[config.mk]
export PLATFORM = sky130hd
export DESIGN_NAME = snvf_top
export DESIGN_NICKNAME = d
export VERILOG_FILES = /design/src/rtl/snvf_pkg.sv /design/src/rtl/snvf_top.sv
export VERILOG_INCLUDE_DIRS = /design/src /design/src/rtl
export SDC_FILE = /design/constraint.sdc
export NUM_CORES = 1
export LEC_CHECK = 0
export BUFFER_PORTS_ARGS = -buffer_cell sky130_fd_sc_hd__buf_4
export CAP_MARGIN = 20
export CORE_MARGIN = 5
export CORE_UTILIZATION = 40
export CTS_CLUSTER_SIZE = 20
export DETAILED_ROUTE_END_ITERATION = 6
export GPL_TIMING_DRIVEN = 1
export HOLD_SLACK_MARGIN = 0.12
export SLEW_MARGIN = 20
export SYNTH_ARGS = -nofsm -noshare
export SYNTH_HDL_FRONTEND = slang
export SYNTH_SLANG_ARGS = --single-unit
export TNS_END_PERCENT = 5
[constraint.sdc]
create_clock -name mclk -period 8.45 [get_ports mclk]
set_input_delay 0.4225 -clock mclk [delete_from_list [all_inputs] [get_ports mclk]]
set_output_delay 0.4225 -clock mclk [all_outputs]
set_load 0.01 [all_outputs]
[src/rtl/snvf_defines.svh]
`ifndef SNVF_DEFINES_SVH
`define SNVF_DEFINES_SVH
// Behaviour
// - device answers only while chip select low
// - chip select high enters standby
// - serial input sampled on clock rise
// - serial output changes on clock fall
// - pause freezes transfer, resumes where stopped
// - slave only, modes zero and three
// - normal reads and writes need no waits
// - address register holds seventeen bits
// - busy line low during store or recall
// - after store drive line high briefly
// - external low on busy line requests store
// - store copies whole array in parallel
// - ready flag shows busy during operations
// - array access refused while operation runs
// - two protect bits guard quarter, half, all
// - protection by pin and disable command
// - decode store, recall, autosave off, on
// - power fail with autosave enabled stores
// - burst address increments and wraps to zero
// - conditional stores skipped without prior write

// opcodes
`define SNVF_OP_WRSR 8'h01
`define SNVF_OP_WRITE 8'h02
`define SNVF_OP_READ 8'h03
`define SNVF_OP_WRITE_DISABLE 8'h04
`define SNVF_OP_RDSR 8'h05
`define SNVF_OP_WREN 8'h06
`define SNVF_OP_FAST_READ 8'h0b
`define SNVF_OP_STORE 8'h3c
`define SNVF_OP_RECALL 8'h60
`define SNVF_OP_AUTOSAVE_EN 8'h59
`define SNVF_OP_AUTOSAVE_DIS 8'h19
// status register fields
`define SNVF_SR_RDY 0
`define SNVF_SR_WEN 1
`define SNVF_SR_BP_LO 2
`define SNVF_SR_BP_HI 3
// block protect codes
`define SNVF_BP_QUARTER 2'h1
`define SNVF_BP_HALF 2'h2
`define SNVF_BP_ALL 2'h3
`define SNVF_BP_TOP_QUARTER 2'h3
// framing
`define SNVF_BIT_LAST 3'h7
`define SNVF_ADDR_LAST 2'h2
// pin levels at reset: cs_n sck si hold_n wp_n busy_in power_fail
`define SNVF_PIN_IDLE 7'h4e
// timing
`define SNVF_CLK_MHZ 100
`define SNVF_STORE_NS 8000000
`define SNVF_RECALL_NS 200000
`define SNVF_DRIVE_NS 100
`endif

[src/rtl/snvf_pkg.sv]
package snvf_pkg;
  // raw pins, all asynchronous to mclk
  typedef struct packed {
    logic cs_n;
    logic sck;
    logic si;
    logic hold_n;
    logic wp_n;
    logic store_busy_line_in;
    logic power_fail;
  } snvf_pins_t;

  typedef enum logic [2:0] {
    snvf_s_opcode, snvf_s_addr, snvf_s_dummy, snvf_s_wdata,
    snvf_s_rdata, snvf_s_wsr, snvf_s_rsr, snvf_s_ignore
  } snvf_spi_st_t;

  typedef enum logic [1:0] {
    snvf_nv_idle, snvf_nv_run, snvf_nv_drive
  } snvf_nv_st_t;
endpackage

[src/rtl/snvf_top.sv]
`include "snvf_defines.svh"

module snvf_top
  import snvf_pkg::*;
#(
  parameter int ADDR_W = 17,
  parameter int CNT_W = 24,
  parameter int STORE_CYC = `SNVF_STORE_NS * `SNVF_CLK_MHZ / 1000,
  parameter int RECALL_CYC = `SNVF_RECALL_NS * `SNVF_CLK_MHZ / 1000,
  parameter int DRIVE_CYC = `SNVF_DRIVE_NS * `SNVF_CLK_MHZ / 1000
)(
  input wire logic mclk,
  input wire logic rst,
  input wire snvf_pins_t pins_in,
  input wire logic [7:0] mem_rdata,
  output logic so,
  output logic so_oe,
  output logic store_busy_line_out,
  output logic store_busy_line_oe,
  output logic standby,
  output logic ready_busy,
  output logic [7:0] status,
  output logic [ADDR_W-1:0] mem_addr,
  output logic [7:0] mem_wdata,
  output logic mem_we,
  output logic mem_re,
  output logic nv_store,
  output logic nv_recall
);

  // ----------------------------------------
  // pin synchronisers
  // ----------------------------------------
  localparam int PIN_W = $bits(snvf_pins_t);
  localparam logic [PIN_W-1:0] PIN_IDLE = `SNVF_PIN_IDLE;
  logic [PIN_W-1:0] raw;
  logic [PIN_W-1:0] meta_ff;
  logic [PIN_W-1:0] sync_ff;
  snvf_pins_t pin_s;

  assign raw = pins_in;
  assign pin_s = sync_ff;

  // two flops per pin before any logic
  for (genvar i = 0; i < PIN_W; i++)
  begin : g_sync
    always_ff @(posedge mclk or posedge rst)
    begin
      if (rst)
      begin
        meta_ff[i] <= PIN_IDLE[i];
        sync_ff[i] <= PIN_IDLE[i];
      end
      else
      begin
        meta_ff[i] <= raw[i];
        sync_ff[i] <= meta_ff[i];
      end
    end
  end

  // ----------------------------------------
  // serial clock edges
  // ----------------------------------------
  logic sck_d_ff;
  logic rise;
  logic fall;
  logic active;

  // edges count only while selected and not paused
  always_ff @(posedge mclk or posedge rst)
  begin
    if (rst)
      sck_d_ff <= 1'b0;
    else
      sck_d_ff <= pin_s.sck;
  end

  assign active = !pin_s.cs_n && pin_s.hold_n;
  assign rise = active && pin_s.sck && !sck_d_ff;
  assign fall = active && !pin_s.sck && sck_d_ff;

  // ----------------------------------------
  // shift-in and framing
  // ----------------------------------------
  snvf_spi_st_t st_ff;
  snvf_nv_st_t nv_st_ff;
  logic [2:0] bit_ff;
  logic [6:0] rx_ff;
  logic [1:0] acnt_ff;
  logic [ADDR_W-1:0] addr_ff;
  logic fast_ff;
  logic wr_ff;
  logic wen_ff;
  logic [1:0] bp_ff;
  logic autosave_en_ff;
  logic dirty_ff;
  logic [7:0] byte_in;
  logic byte_done;
  logic op_done;
  logic busy;
  logic prot;
  logic wr_commit;
  logic fetch;
  logic [ADDR_W-1:0] fetch_addr;
  logic [ADDR_W-1:0] addr_asm;
  logic [7:0] status_w;

  assign byte_in = {rx_ff, pin_s.si};
  assign byte_done = rise && (bit_ff == `SNVF_BIT_LAST);
  assign op_done = byte_done && (st_ff == snvf_s_opcode);
  assign addr_asm = {addr_ff[ADDR_W-9:0], byte_in};
  assign busy = (nv_st_ff == snvf_nv_run);

  // bit counter and receive shifter
  always_ff @(posedge mclk or posedge rst)
  begin
    if (rst)
    begin
      bit_ff <= 3'h0;
      rx_ff <= 7'h00;
    end
    else if (pin_s.cs_n)
      bit_ff <= 3'h0;
    else if (rise)
    begin
      bit_ff <= bit_ff + 3'h1;
      rx_ff <= byte_in[6:0];
    end
  end

  // ----------------------------------------
  // command sequencer
  // ----------------------------------------
  // decoder state, address and burst counter
  always_ff @(posedge mclk or posedge rst)
  begin
    if (rst)
    begin
      st_ff <= snvf_s_opcode;
      acnt_ff <= 2'h0;
      addr_ff <= '0;
      fast_ff <= 1'b0;
      wr_ff <= 1'b0;
    end
    else if (pin_s.cs_n)
      st_ff <= snvf_s_opcode;
    else if (byte_done)
    begin
      case (st_ff)
        snvf_s_opcode:
        begin
          acnt_ff <= 2'h0;
          fast_ff <= (byte_in == `SNVF_OP_FAST_READ);
          wr_ff <= (byte_in == `SNVF_OP_WRITE);
          case (byte_in)
            `SNVF_OP_READ, `SNVF_OP_FAST_READ, `SNVF_OP_WRITE:
              st_ff <= busy ? snvf_s_ignore : snvf_s_addr;
            `SNVF_OP_RDSR:
              st_ff <= snvf_s_rsr;
            `SNVF_OP_WRSR:
              st_ff <= snvf_s_wsr;
            default:
              st_ff <= snvf_s_ignore;
          endcase
        end
        snvf_s_addr:
        begin
          addr_ff <= addr_asm;
          acnt_ff <= acnt_ff + 2'h1;
          if (acnt_ff == `SNVF_ADDR_LAST)
          begin
            if (wr_ff)
              st_ff <= snvf_s_wdata;
            // fast read takes a dummy byte
            else if (fast_ff)
              st_ff <= snvf_s_dummy;
            else
              st_ff <= snvf_s_rdata;
          end
        end
        snvf_s_dummy:
          st_ff <= snvf_s_rdata;
        snvf_s_wdata, snvf_s_rdata:
          addr_ff <= addr_ff + ADDR_W'(1);
        default:
          st_ff <= st_ff;
      endcase
    end
  end

  // ----------------------------------------
  // protection and configuration
  // ----------------------------------------
  // protected region from protect bits
  always_comb
  begin
    case (bp_ff)
      `SNVF_BP_QUARTER:
        prot = (addr_ff[ADDR_W-1 -: 2] == `SNVF_BP_TOP_QUARTER);
      `SNVF_BP_HALF:
        prot = addr_ff[ADDR_W-1];
      `SNVF_BP_ALL:
        prot = 1'b1;
      default:
        prot = 1'b0;
    endcase
  end

  // pin and latch both gate writes
  assign wr_commit = byte_done && (st_ff == snvf_s_wdata) && wen_ff
                     && pin_s.wp_n && !prot && !busy;

  // write enable latch
  always_ff @(posedge mclk or posedge rst)
  begin
    if (rst)
      wen_ff <= 1'b0;
    else if (op_done && byte_in == `SNVF_OP_WREN)
      wen_ff <= 1'b1;
    else if (op_done && byte_in == `SNVF_OP_WRITE_DISABLE)
      wen_ff <= 1'b0;
  end

  // block protect bits, written by status write
  always_ff @(posedge mclk or posedge rst)
  begin
    if (rst)
      bp_ff <= 2'h0;
    else if (byte_done && st_ff == snvf_s_wsr && wen_ff && pin_s.wp_n)
      bp_ff <= byte_in[`SNVF_SR_BP_HI:`SNVF_SR_BP_LO];
  end

  // autosave enable flag
  always_ff @(posedge mclk or posedge rst)
  begin
    if (rst)
      autosave_en_ff <= 1'b1;
    else if (op_done && byte_in == `SNVF_OP_AUTOSAVE_EN)
      autosave_en_ff <= 1'b1;
    else if (op_done && byte_in == `SNVF_OP_AUTOSAVE_DIS)
      autosave_en_ff <= 1'b0;
  end

  // status image
  always_comb
  begin
    status_w = 8'h00;
    status_w[`SNVF_SR_RDY] = busy;
    status_w[`SNVF_SR_WEN] = wen_ff;
    status_w[`SNVF_SR_BP_HI:`SNVF_SR_BP_LO] = bp_ff;
  end

  // ----------------------------------------
  // array port and read path
  // ----------------------------------------
  logic ld_ff;
  logic ld2_ff;
  logic rd_ok_ff;
  logic [7:0] tx_ff;

  // next byte to prefetch for the read stream
  always_comb
  begin
    fetch = 1'b0;
    fetch_addr = addr_ff;
    if (byte_done && st_ff == snvf_s_addr && acnt_ff == `SNVF_ADDR_LAST
        && !wr_ff && !fast_ff)
    begin
      fetch = 1'b1;
      fetch_addr = addr_asm;
    end
    else if (byte_done && st_ff == snvf_s_dummy)
      fetch = 1'b1;
    else if (byte_done && st_ff == snvf_s_rdata)
    begin
      fetch = 1'b1;
      fetch_addr = addr_ff + ADDR_W'(1);
    end
  end

  // strobes follow the byte with no wait
  always_ff @(posedge mclk or posedge rst)
  begin
    if (rst)
    begin
      mem_addr <= '0;
      mem_wdata <= 8'h00;
      mem_we <= 1'b0;
      mem_re <= 1'b0;
      ld_ff <= 1'b0;
      ld2_ff <= 1'b0;
      rd_ok_ff <= 1'b0;
    end
    else
    begin
      mem_addr <= wr_commit ? addr_ff : fetch_addr;
      mem_wdata <= byte_in;
      mem_we <= wr_commit;
      mem_re <= fetch && !busy;
      ld_ff <= fetch;
      ld2_ff <= ld_ff;
      rd_ok_ff <= mem_re;
    end
  end

  // transmit shifter
  always_ff @(posedge mclk or posedge rst)
  begin
    if (rst)
      tx_ff <= 8'h00;
    else if (ld2_ff)
      tx_ff <= rd_ok_ff ? mem_rdata : 8'h00;
    else if (byte_done && (op_done || st_ff == snvf_s_rsr))
      tx_ff <= status_w;
    else if (fall)
      tx_ff <= {tx_ff[6:0], 1'b0};
  end

  // serial output pin
  always_ff @(posedge mclk or posedge rst)
  begin
    if (rst)
    begin
      so <= 1'b0;
      so_oe <= 1'b0;
    end
    else
    begin
      // data returned only in output states
      so_oe <= active && (st_ff == snvf_s_rdata || st_ff == snvf_s_rsr);
      if (pin_s.cs_n)
        so <= 1'b0;
      else if (fall && (st_ff == snvf_s_rdata || st_ff == snvf_s_rsr))
        so <= tx_ff[7];
    end
  end

  always_ff @(posedge mclk or posedge rst)
  begin
    if (rst)
      standby <= 1'b1;
    else
      standby <= pin_s.cs_n;
  end

  // ----------------------------------------
  // store and recall engine
  // ----------------------------------------
  logic [CNT_W-1:0] cnt_ff;
  logic is_store_ff;
  logic sw_store;
  logic sw_recall;
  logic hw_req;
  logic pf_req;
  logic start_store;
  logic start_recall;
  logic [1:0] oe_hist_ff;

  // busy line drive history, our own low is still in the synchroniser
  always_ff @(posedge mclk or posedge rst)
  begin
    if (rst)
      oe_hist_ff <= 2'h0;
    else
      oe_hist_ff <= {oe_hist_ff[0], store_busy_line_oe};
  end

  assign sw_store = op_done && byte_in == `SNVF_OP_STORE;
  assign sw_recall = op_done && byte_in == `SNVF_OP_RECALL;
  // external low is a store request
  assign hw_req = !pin_s.store_busy_line_in && !store_busy_line_oe
                  && (oe_hist_ff == 2'h0);
  assign pf_req = pin_s.power_fail && autosave_en_ff;
  // conditional stores need a prior write
  assign start_store = (nv_st_ff == snvf_nv_idle)
                       && (sw_store || ((hw_req || pf_req) && dirty_ff));
  assign start_recall = (nv_st_ff == snvf_nv_idle) && sw_recall && !start_store;

  // operation sequencer and timer
  always_ff @(posedge mclk or posedge rst)
  begin
    if (rst)
    begin
      nv_st_ff <= snvf_nv_idle;
      cnt_ff <= '0;
      is_store_ff <= 1'b0;
    end
    else
    begin
      case (nv_st_ff)
        snvf_nv_idle:
        begin
          is_store_ff <= start_store;
          if (start_store)
          begin
            nv_st_ff <= snvf_nv_run;
            cnt_ff <= CNT_W'(STORE_CYC - 1);
          end
          else if (start_recall)
          begin
            nv_st_ff <= snvf_nv_run;
            cnt_ff <= CNT_W'(RECALL_CYC - 1);
          end
        end
        snvf_nv_run:
        begin
          cnt_ff <= cnt_ff - CNT_W'(1);
          if (cnt_ff == '0)
          begin
            nv_st_ff <= is_store_ff ? snvf_nv_drive : snvf_nv_idle;
            cnt_ff <= CNT_W'(DRIVE_CYC - 1);
          end
        end
        snvf_nv_drive:
        begin
          cnt_ff <= cnt_ff - CNT_W'(1);
          if (cnt_ff == '0)
            nv_st_ff <= snvf_nv_idle;
        end
        default:
          nv_st_ff <= snvf_nv_idle;
      endcase
    end
  end

  // dirty set by writes, set wins over clear
  always_ff @(posedge mclk or posedge rst)
  begin
    if (rst)
      dirty_ff <= 1'b0;
    else
      dirty_ff <= wr_commit || (dirty_ff && !(start_store || start_recall));
  end

  // busy line drive, flags and array strobes
  always_ff @(posedge mclk or posedge rst)
  begin
    if (rst)
    begin
      store_busy_line_oe <= 1'b0;
      store_busy_line_out <= 1'b0;
      ready_busy <= 1'b0;
      status <= 8'h00;
      nv_store <= 1'b0;
      nv_recall <= 1'b0;
    end
    else
    begin
      // low while running, then high after a store, then released
      store_busy_line_oe <= (nv_st_ff != snvf_nv_idle);
      store_busy_line_out <= (nv_st_ff == snvf_nv_drive);
      ready_busy <= busy;
      status <= status_w;
      nv_store <= start_store;
      nv_recall <= start_recall;
    end
  end

endmodule // snvf_top

---- After elaboration in Yosys (flattened, before gate mapping) ----
Index checks and enable logic that the tools add are counted.
storage, ports and cells
  logic and storage cells ................. 201
  output and inout bits ................... 43
  bits of input ports ..................... 17
  register bits after elaboration ......... 133
operators by class
  muxes and demuxes ....................... 40
  $add $sub $neg .......................... 4
  reduce and logical (&&, ||, !) cells .... 80
  bitwise logic cells ..................... 1
  equality and inequality tests ........... 29
operator list
  cell                   number
  $mux 24                3
  $pmux 24 s3            1
  $mux 17                4
  $logic_and 1x1->1      39
  $pmux 17 s2            1
  $mux 8                 4
  $eq 8x3->1 const B     3
  $logic_not 24->1       1
  $mux 3                 8
  $sub 24x1->24 const B  1
  $pmux 3 s3             2
  $add 17x1->17 const B  1
  $eq 8x2->1 const B     2
  $eq 8x7->1 const B     2
  $reduce_bool 2->1      8
  $reduce_and 3->1       5
  $eq 3x3->1 const B     4
  $logic_not 1->1        11
  $eq 2x2->1 const B     5
  $mux 2                 5
  $mux 1                 9
  $eq 8x1->1 const B     1
  $eq 8x4->1 const B     1
  $eq 8x5->1 const B     1
  22 further kinds       32

---- Longest topological paths before layout ----
  word-level depth ........................ 15
  depth in mapped cells ................... 10
  gate-level depth less buffers ........... 7

---- Least setup slack after synthesis ----
OpenSTA, ideal clock, no wires.
  kind .................................... register to register
  from .................................... register bit_ff[0]
  to ...................................... register cnt_ff[5]
  path slack .............................. 5.606 ns
  required time ........................... 8.329 ns
  arrival time ............................ 2.722 ns
  path buffers ............................ 3
  clock period less this slack ............ 2.844 ns
  stages on the path, launching flop included .. 11
  library setup time ...................... 0.121 ns
  cells stage by stage .................... dfrtp_1 -> ha_1 -> ha_1 -> buf_2 -> or4b_4 -> or4_4 -> buf_6 -> and3_1 -> or3_1 -> buf_2 -> o22a_1
between the ends
  word-level cells in the longest chain between the ends .. 10
  elaborated cells between the ends (all ways) .. 14
  classes of those cells .................. 2 x eq/ne; 2 x mux; 10 x reduce/logical
RTL lines
  what                         RTL line         RTL
  start: declaration           snvf_top.sv:88   logic [2:0] bit_ff;
  start signal: assignment     snvf_top.sv:127  bit_ff <= bit_ff + 3'h1;
  $eq 3x3->1 (no line) (*)     --
  $logic_and 1x1->1 (*)        snvf_top.sv:110  assign byte_done = rise && (bit_ff == `SNVF_BIT_LAST);
  $logic_and 1x1->1 (*)        snvf_top.sv:111  assign op_done = byte_done && (st_ff == snvf_s_opcode);
  $logic_and 1x1->1 (no line)  --
  $logic_or 1x1->1             snvf_top.sv:377  && (sw_store || ((hw_req || pf_req) && dirty_ff));
  $logic_and 1x1->1            snvf_top.sv:377
  $logic_not 1->1              snvf_top.sv:378  assign start_recall = (nv_st_ff == snvf_nv_idle) && sw_recall && !start_store;
  $logic_and 1x1->1            snvf_top.sv:378
  $ne 3x3->1 (no line)         --
  $reduce_and 2->1 (no line)   --
  end signal: assignment       snvf_top.sv:398  cnt_ff <= CNT_W'(STORE_CYC - 1);
  end signal: assignment       snvf_top.sv:403  cnt_ff <= CNT_W'(RECALL_CYC - 1);
  end signal: assignment       snvf_top.sv:408  cnt_ff <= cnt_ff - CNT_W'(1);
  end: declaration             snvf_top.sv:350  logic [CNT_W-1:0] cnt_ff;
Mark *: on every way between the ends. The rest lies on a longest branch, timed or not.
A chain may end at the register's enable or synchronous reset.

---- Final worst setup path ----
  from .................................... register cnt_ff[2]
  to ...................................... register cnt_ff[4]
between the ends
  word-level cells in the longest chain between the ends .. 3
  elaborated cells between the ends (all ways) .. 4
  classes of those cells .................. 1 x add/sub; 2 x mux; 1 x reduce/logical
RTL lines
  what                                                      RTL line                                           RTL
  $sub 24x1->24 / $logic_not 24->1 (equally long branches)  snvf_top.sv:408, snvf_top.sv:417, snvf_top.sv:409
  $mux 24                                                   snvf_top.sv:409                                    if (cnt_ff == '0)
  $pmux 24 s3 (*)                                           snvf_top.sv:391                                    case (nv_st_ff)
Marks and branches as above.

==> impl_metrics.tcl <==
set metrics [dict create \
    status "finished, final reports clean" \
    grt_max_degree 75 \
    synth_edf_count 0 \
    cts_root_buffer "clkbuf_16" \
    p_comb_share_pct 5.4 \
    cts_resized 0 \
    num_rows 46 \
    drc 0 \
    worstPathRequired_ps 8750 \
    cts_tree "built" \
    cp_max_fo 12 \
    antenna_left 0 \
    tightest_slew_ps 990 \
    hold_viol 0 \
    numClockSinks 132 \
    gp_congestion 0.845 \
    p_int_mw 1.15 \
    die_area_um2 18900 \
    clock_latency_ps 420 \
    maxCapViolCount 0 \
    post-route-util_pct 48.2 \
    die_w_um 137 \
    synth.yosys.seq_area_share_pct 51.0 \
    viasPerCell 5.71 \
    swShare_pct 23.0 \
    drive_above_1_share_pct 16.7 \
    rsz0062_at_grt "no" \
    arrival_ps 3540 \
    hold_path_class "in -> async" \
    drt_first_iter_violations 497 \
    grtUsageTotal_pct 18.0 \
    ys.flop_type "dfrtp_1" \
    area_growth_syn_to_layout_pct 17.8 \
    ys_ff_latch 132 \
    p_seq_share_pct 46.5 \
    final.period_utilization_pct 38.4 \
    hpwl_um 10900 \
    final_area_um2 7650 \
    period_minus_slack_ps 3240 \
    netlist_instances 667 \
    clock.fmax_ghz 0.308 \
    cts_made_buffers 17 \
    powerDensity_nw_per_um2 195 \
    core_um2 15900 \
    ir_worst_vdd_uv 144 \
    cts.reportedPaths.clkPinSlew_ps 60 \
    placed_cell_area_um2 7010 \
    leakage_nw 3.45 \
    maxSlewHeadroom_pct 33.8 \
    netlist_area_um2 6500 \
    routed_wl_um 16200 \
    end_kind "flip-flop" \
    antenna_found_initial 0 \
    grt_pass1_wl_um 26700 \
    power.share.clock_pct 48.1 \
    path_class "reg -> reg" \
    maxSlewViolCount 0 \
    setup_viol 0 \
    port_buffers 55 \
    nFillCells 1510 \
    htreeDepth 4 \
    yosysWarnings 0 \
    routedWlPerCell_um 17.3 \
    power_switching_uw 343 \
    setup_tns_ps 0 \
    finalClockSkew_ps 6.09 \
    dr.pass1.iters 5 \
    start_kind "flip-flop" \
    syn_area_per_cell_um2 9.74 \
    die_h_um 137 \
    antenna_cells 0 \
    grt_overflow 0 \
    num_vias 5341 \
    async_reset_ff_share_pct 100 \
    io_pins 60 \
    clock_path_buffers 2 \
    grt_pass1_vias 5239 \
    nNetsFinal 733 \
    floorplan.initialDensity_pct 40.9 \
    ys_types 69 \
]
[flip-flops by register name, indices dropped and copies added (netlist names), 6 cells and up]
register and flops:
cnt_ff 24, addr_ff 17, mem_addr 17, mem_wdata 8
tx_ff 8, meta_ff 7, rx_ff 7, pin_s 6
[metrics by stage]
step                hold WS (ps)  total power, mW  cells  worst slack, ps
finish                       124             1.49    936             5210
global route                 190             1.55    936             4910
CTS                          157             1.51    936             5260
detailed placement           336            0.785    897             5290
global placement             333            0.782    897             5390
floorplan                    331            0.751    670             4520
[critical path: stages (launching register included)]
cell	delay [ps]
dfrtp_1	420
nor3_1	620
nand4_1	610
o32ai_1	950
o21ai_0	230
a22o_1	290
[layout by cell type, fill, tap and decap left out, drive strengths merged, types with 4 or more instances in the layout]
master         n
o22a           6
a32oi          4
o21ai         52
conb           4
a22oi         14
inv           23
mux2           8
o311ai         6
mux2i          7
dfstp         10
and2           7
a22o          10
o22ai          8
o32a           5
dlygate4sd3    7
nor3b          7
nand4         10
clkbuf        22
buf           60
clkinv         5
o31ai          8
xor2           4
ha             9
a21oi         32
or4            8
nand2         78
nor3          21
nor2b          7
nor2          39
dfrtp        122
nor4          10
a31oi         13
nand3         23
and3           7
or3            4
a2bb2oi        4
[cells by family (layout without fill, tap and decap cells)]
kind of cell             after synthesis  count (layout)  synth area share (%)
AND/OR/NAND/NOR                      239             239                  18.7
AO/OA/AOI/OAI                        193             193                  20.4
flip-flops                           132             132                  51.0
buffers and inverters                 72             122                  4.81
multiplexers                          15              15                  2.46
adder cells (fa/ha/maj)                9               9                  1.73
XOR/XNOR                               6               6                 0.809
other                                  1               4                0.0577
[power groups by stage]
stage | logic, mW | clock network [mW] | registers, mW
floorplan | 0.0619 | 0 | 0.689
global placement | 0.0789 | 0 | 0.703
detailed placement | 0.0804 | 0 | 0.705
CTS | 0.0829 | 0.730 | 0.694
global route | 0.0933 | 0.761 | 0.699
finish | 0.0808 | 0.717 | 0.694
[layer usage]
metal  vias to the layer above  routed length [um]  global-route usage (%)
met5                         -                   0                       0
met2                       171                7450                    27.0
met3                        21                 954                    5.37
li1                       2522                   -                       -
met4                         0                 230                    5.93
met1                      2627                7580                    24.9
[cell type report]
cell class / instances / area [um2] / share of cell area, %
sequential: 132 / 3320 / 43.3
multi-input combinational: 466 / 2890 / 37.7
timing repair buffer: 67 / 520 / 6.80
clock buffer: 22 / 464 / 6.06
tap: 216 / 270 / 3.53
clock inverter: 10 / 108 / 1.41
inverter: 23 / 88.8 / 1.16
[cell usage after synthesis (10+ instances only)]
master      n  area share [%]
a22o_1     10             1.3
a21oi_1    31             2.4
nand4_1    10            0.96
clkbuf_1   35             2.0
nand2_1    78             4.5
a22oi_1    14             1.6
nor4_1     10            0.96
nand3_1    23             1.8
nor2_1     39             2.3
o21ai_0    49             3.8
dfstp_2    10             4.0
nor3_1     21             1.6
a31oi_1    12             1.2
dfrtp_1   122              47
inv_1      23             1.3
[final timing paths]
kind,startpoint,end,slack [ps],cells past startpoint
hold reg to reg,ld_ff$_DFF_PP0_,ld2_ff$_DFF_PP0_,350,0
max in group asynchronous,rst,mem_addr[10]$_DFF_PP0_,6930,3
setup / recovery,cnt_ff[2]$_DFFE_PP0P_,cnt_ff[4]$_DFFE_PP0P_,5210,5
hold / removal,rst,status[0]$_DFF_PP0_,120,2
setup reg to reg,cnt_ff[2]$_DFFE_PP0P_,cnt_ff[4]$_DFFE_PP0P_,5210,5
min in group mclk,mem_rdata[0],tx_ff[0]$_DFFE_PP0P_,290,3
[what timing repair did]
action                     CTS  global route
setup endpoints to repair    0             0
buffers inserted             0             0
hold buffers                 7             0
hold endpoints to repair     7             0
Power figures use the tool's default switching activity.
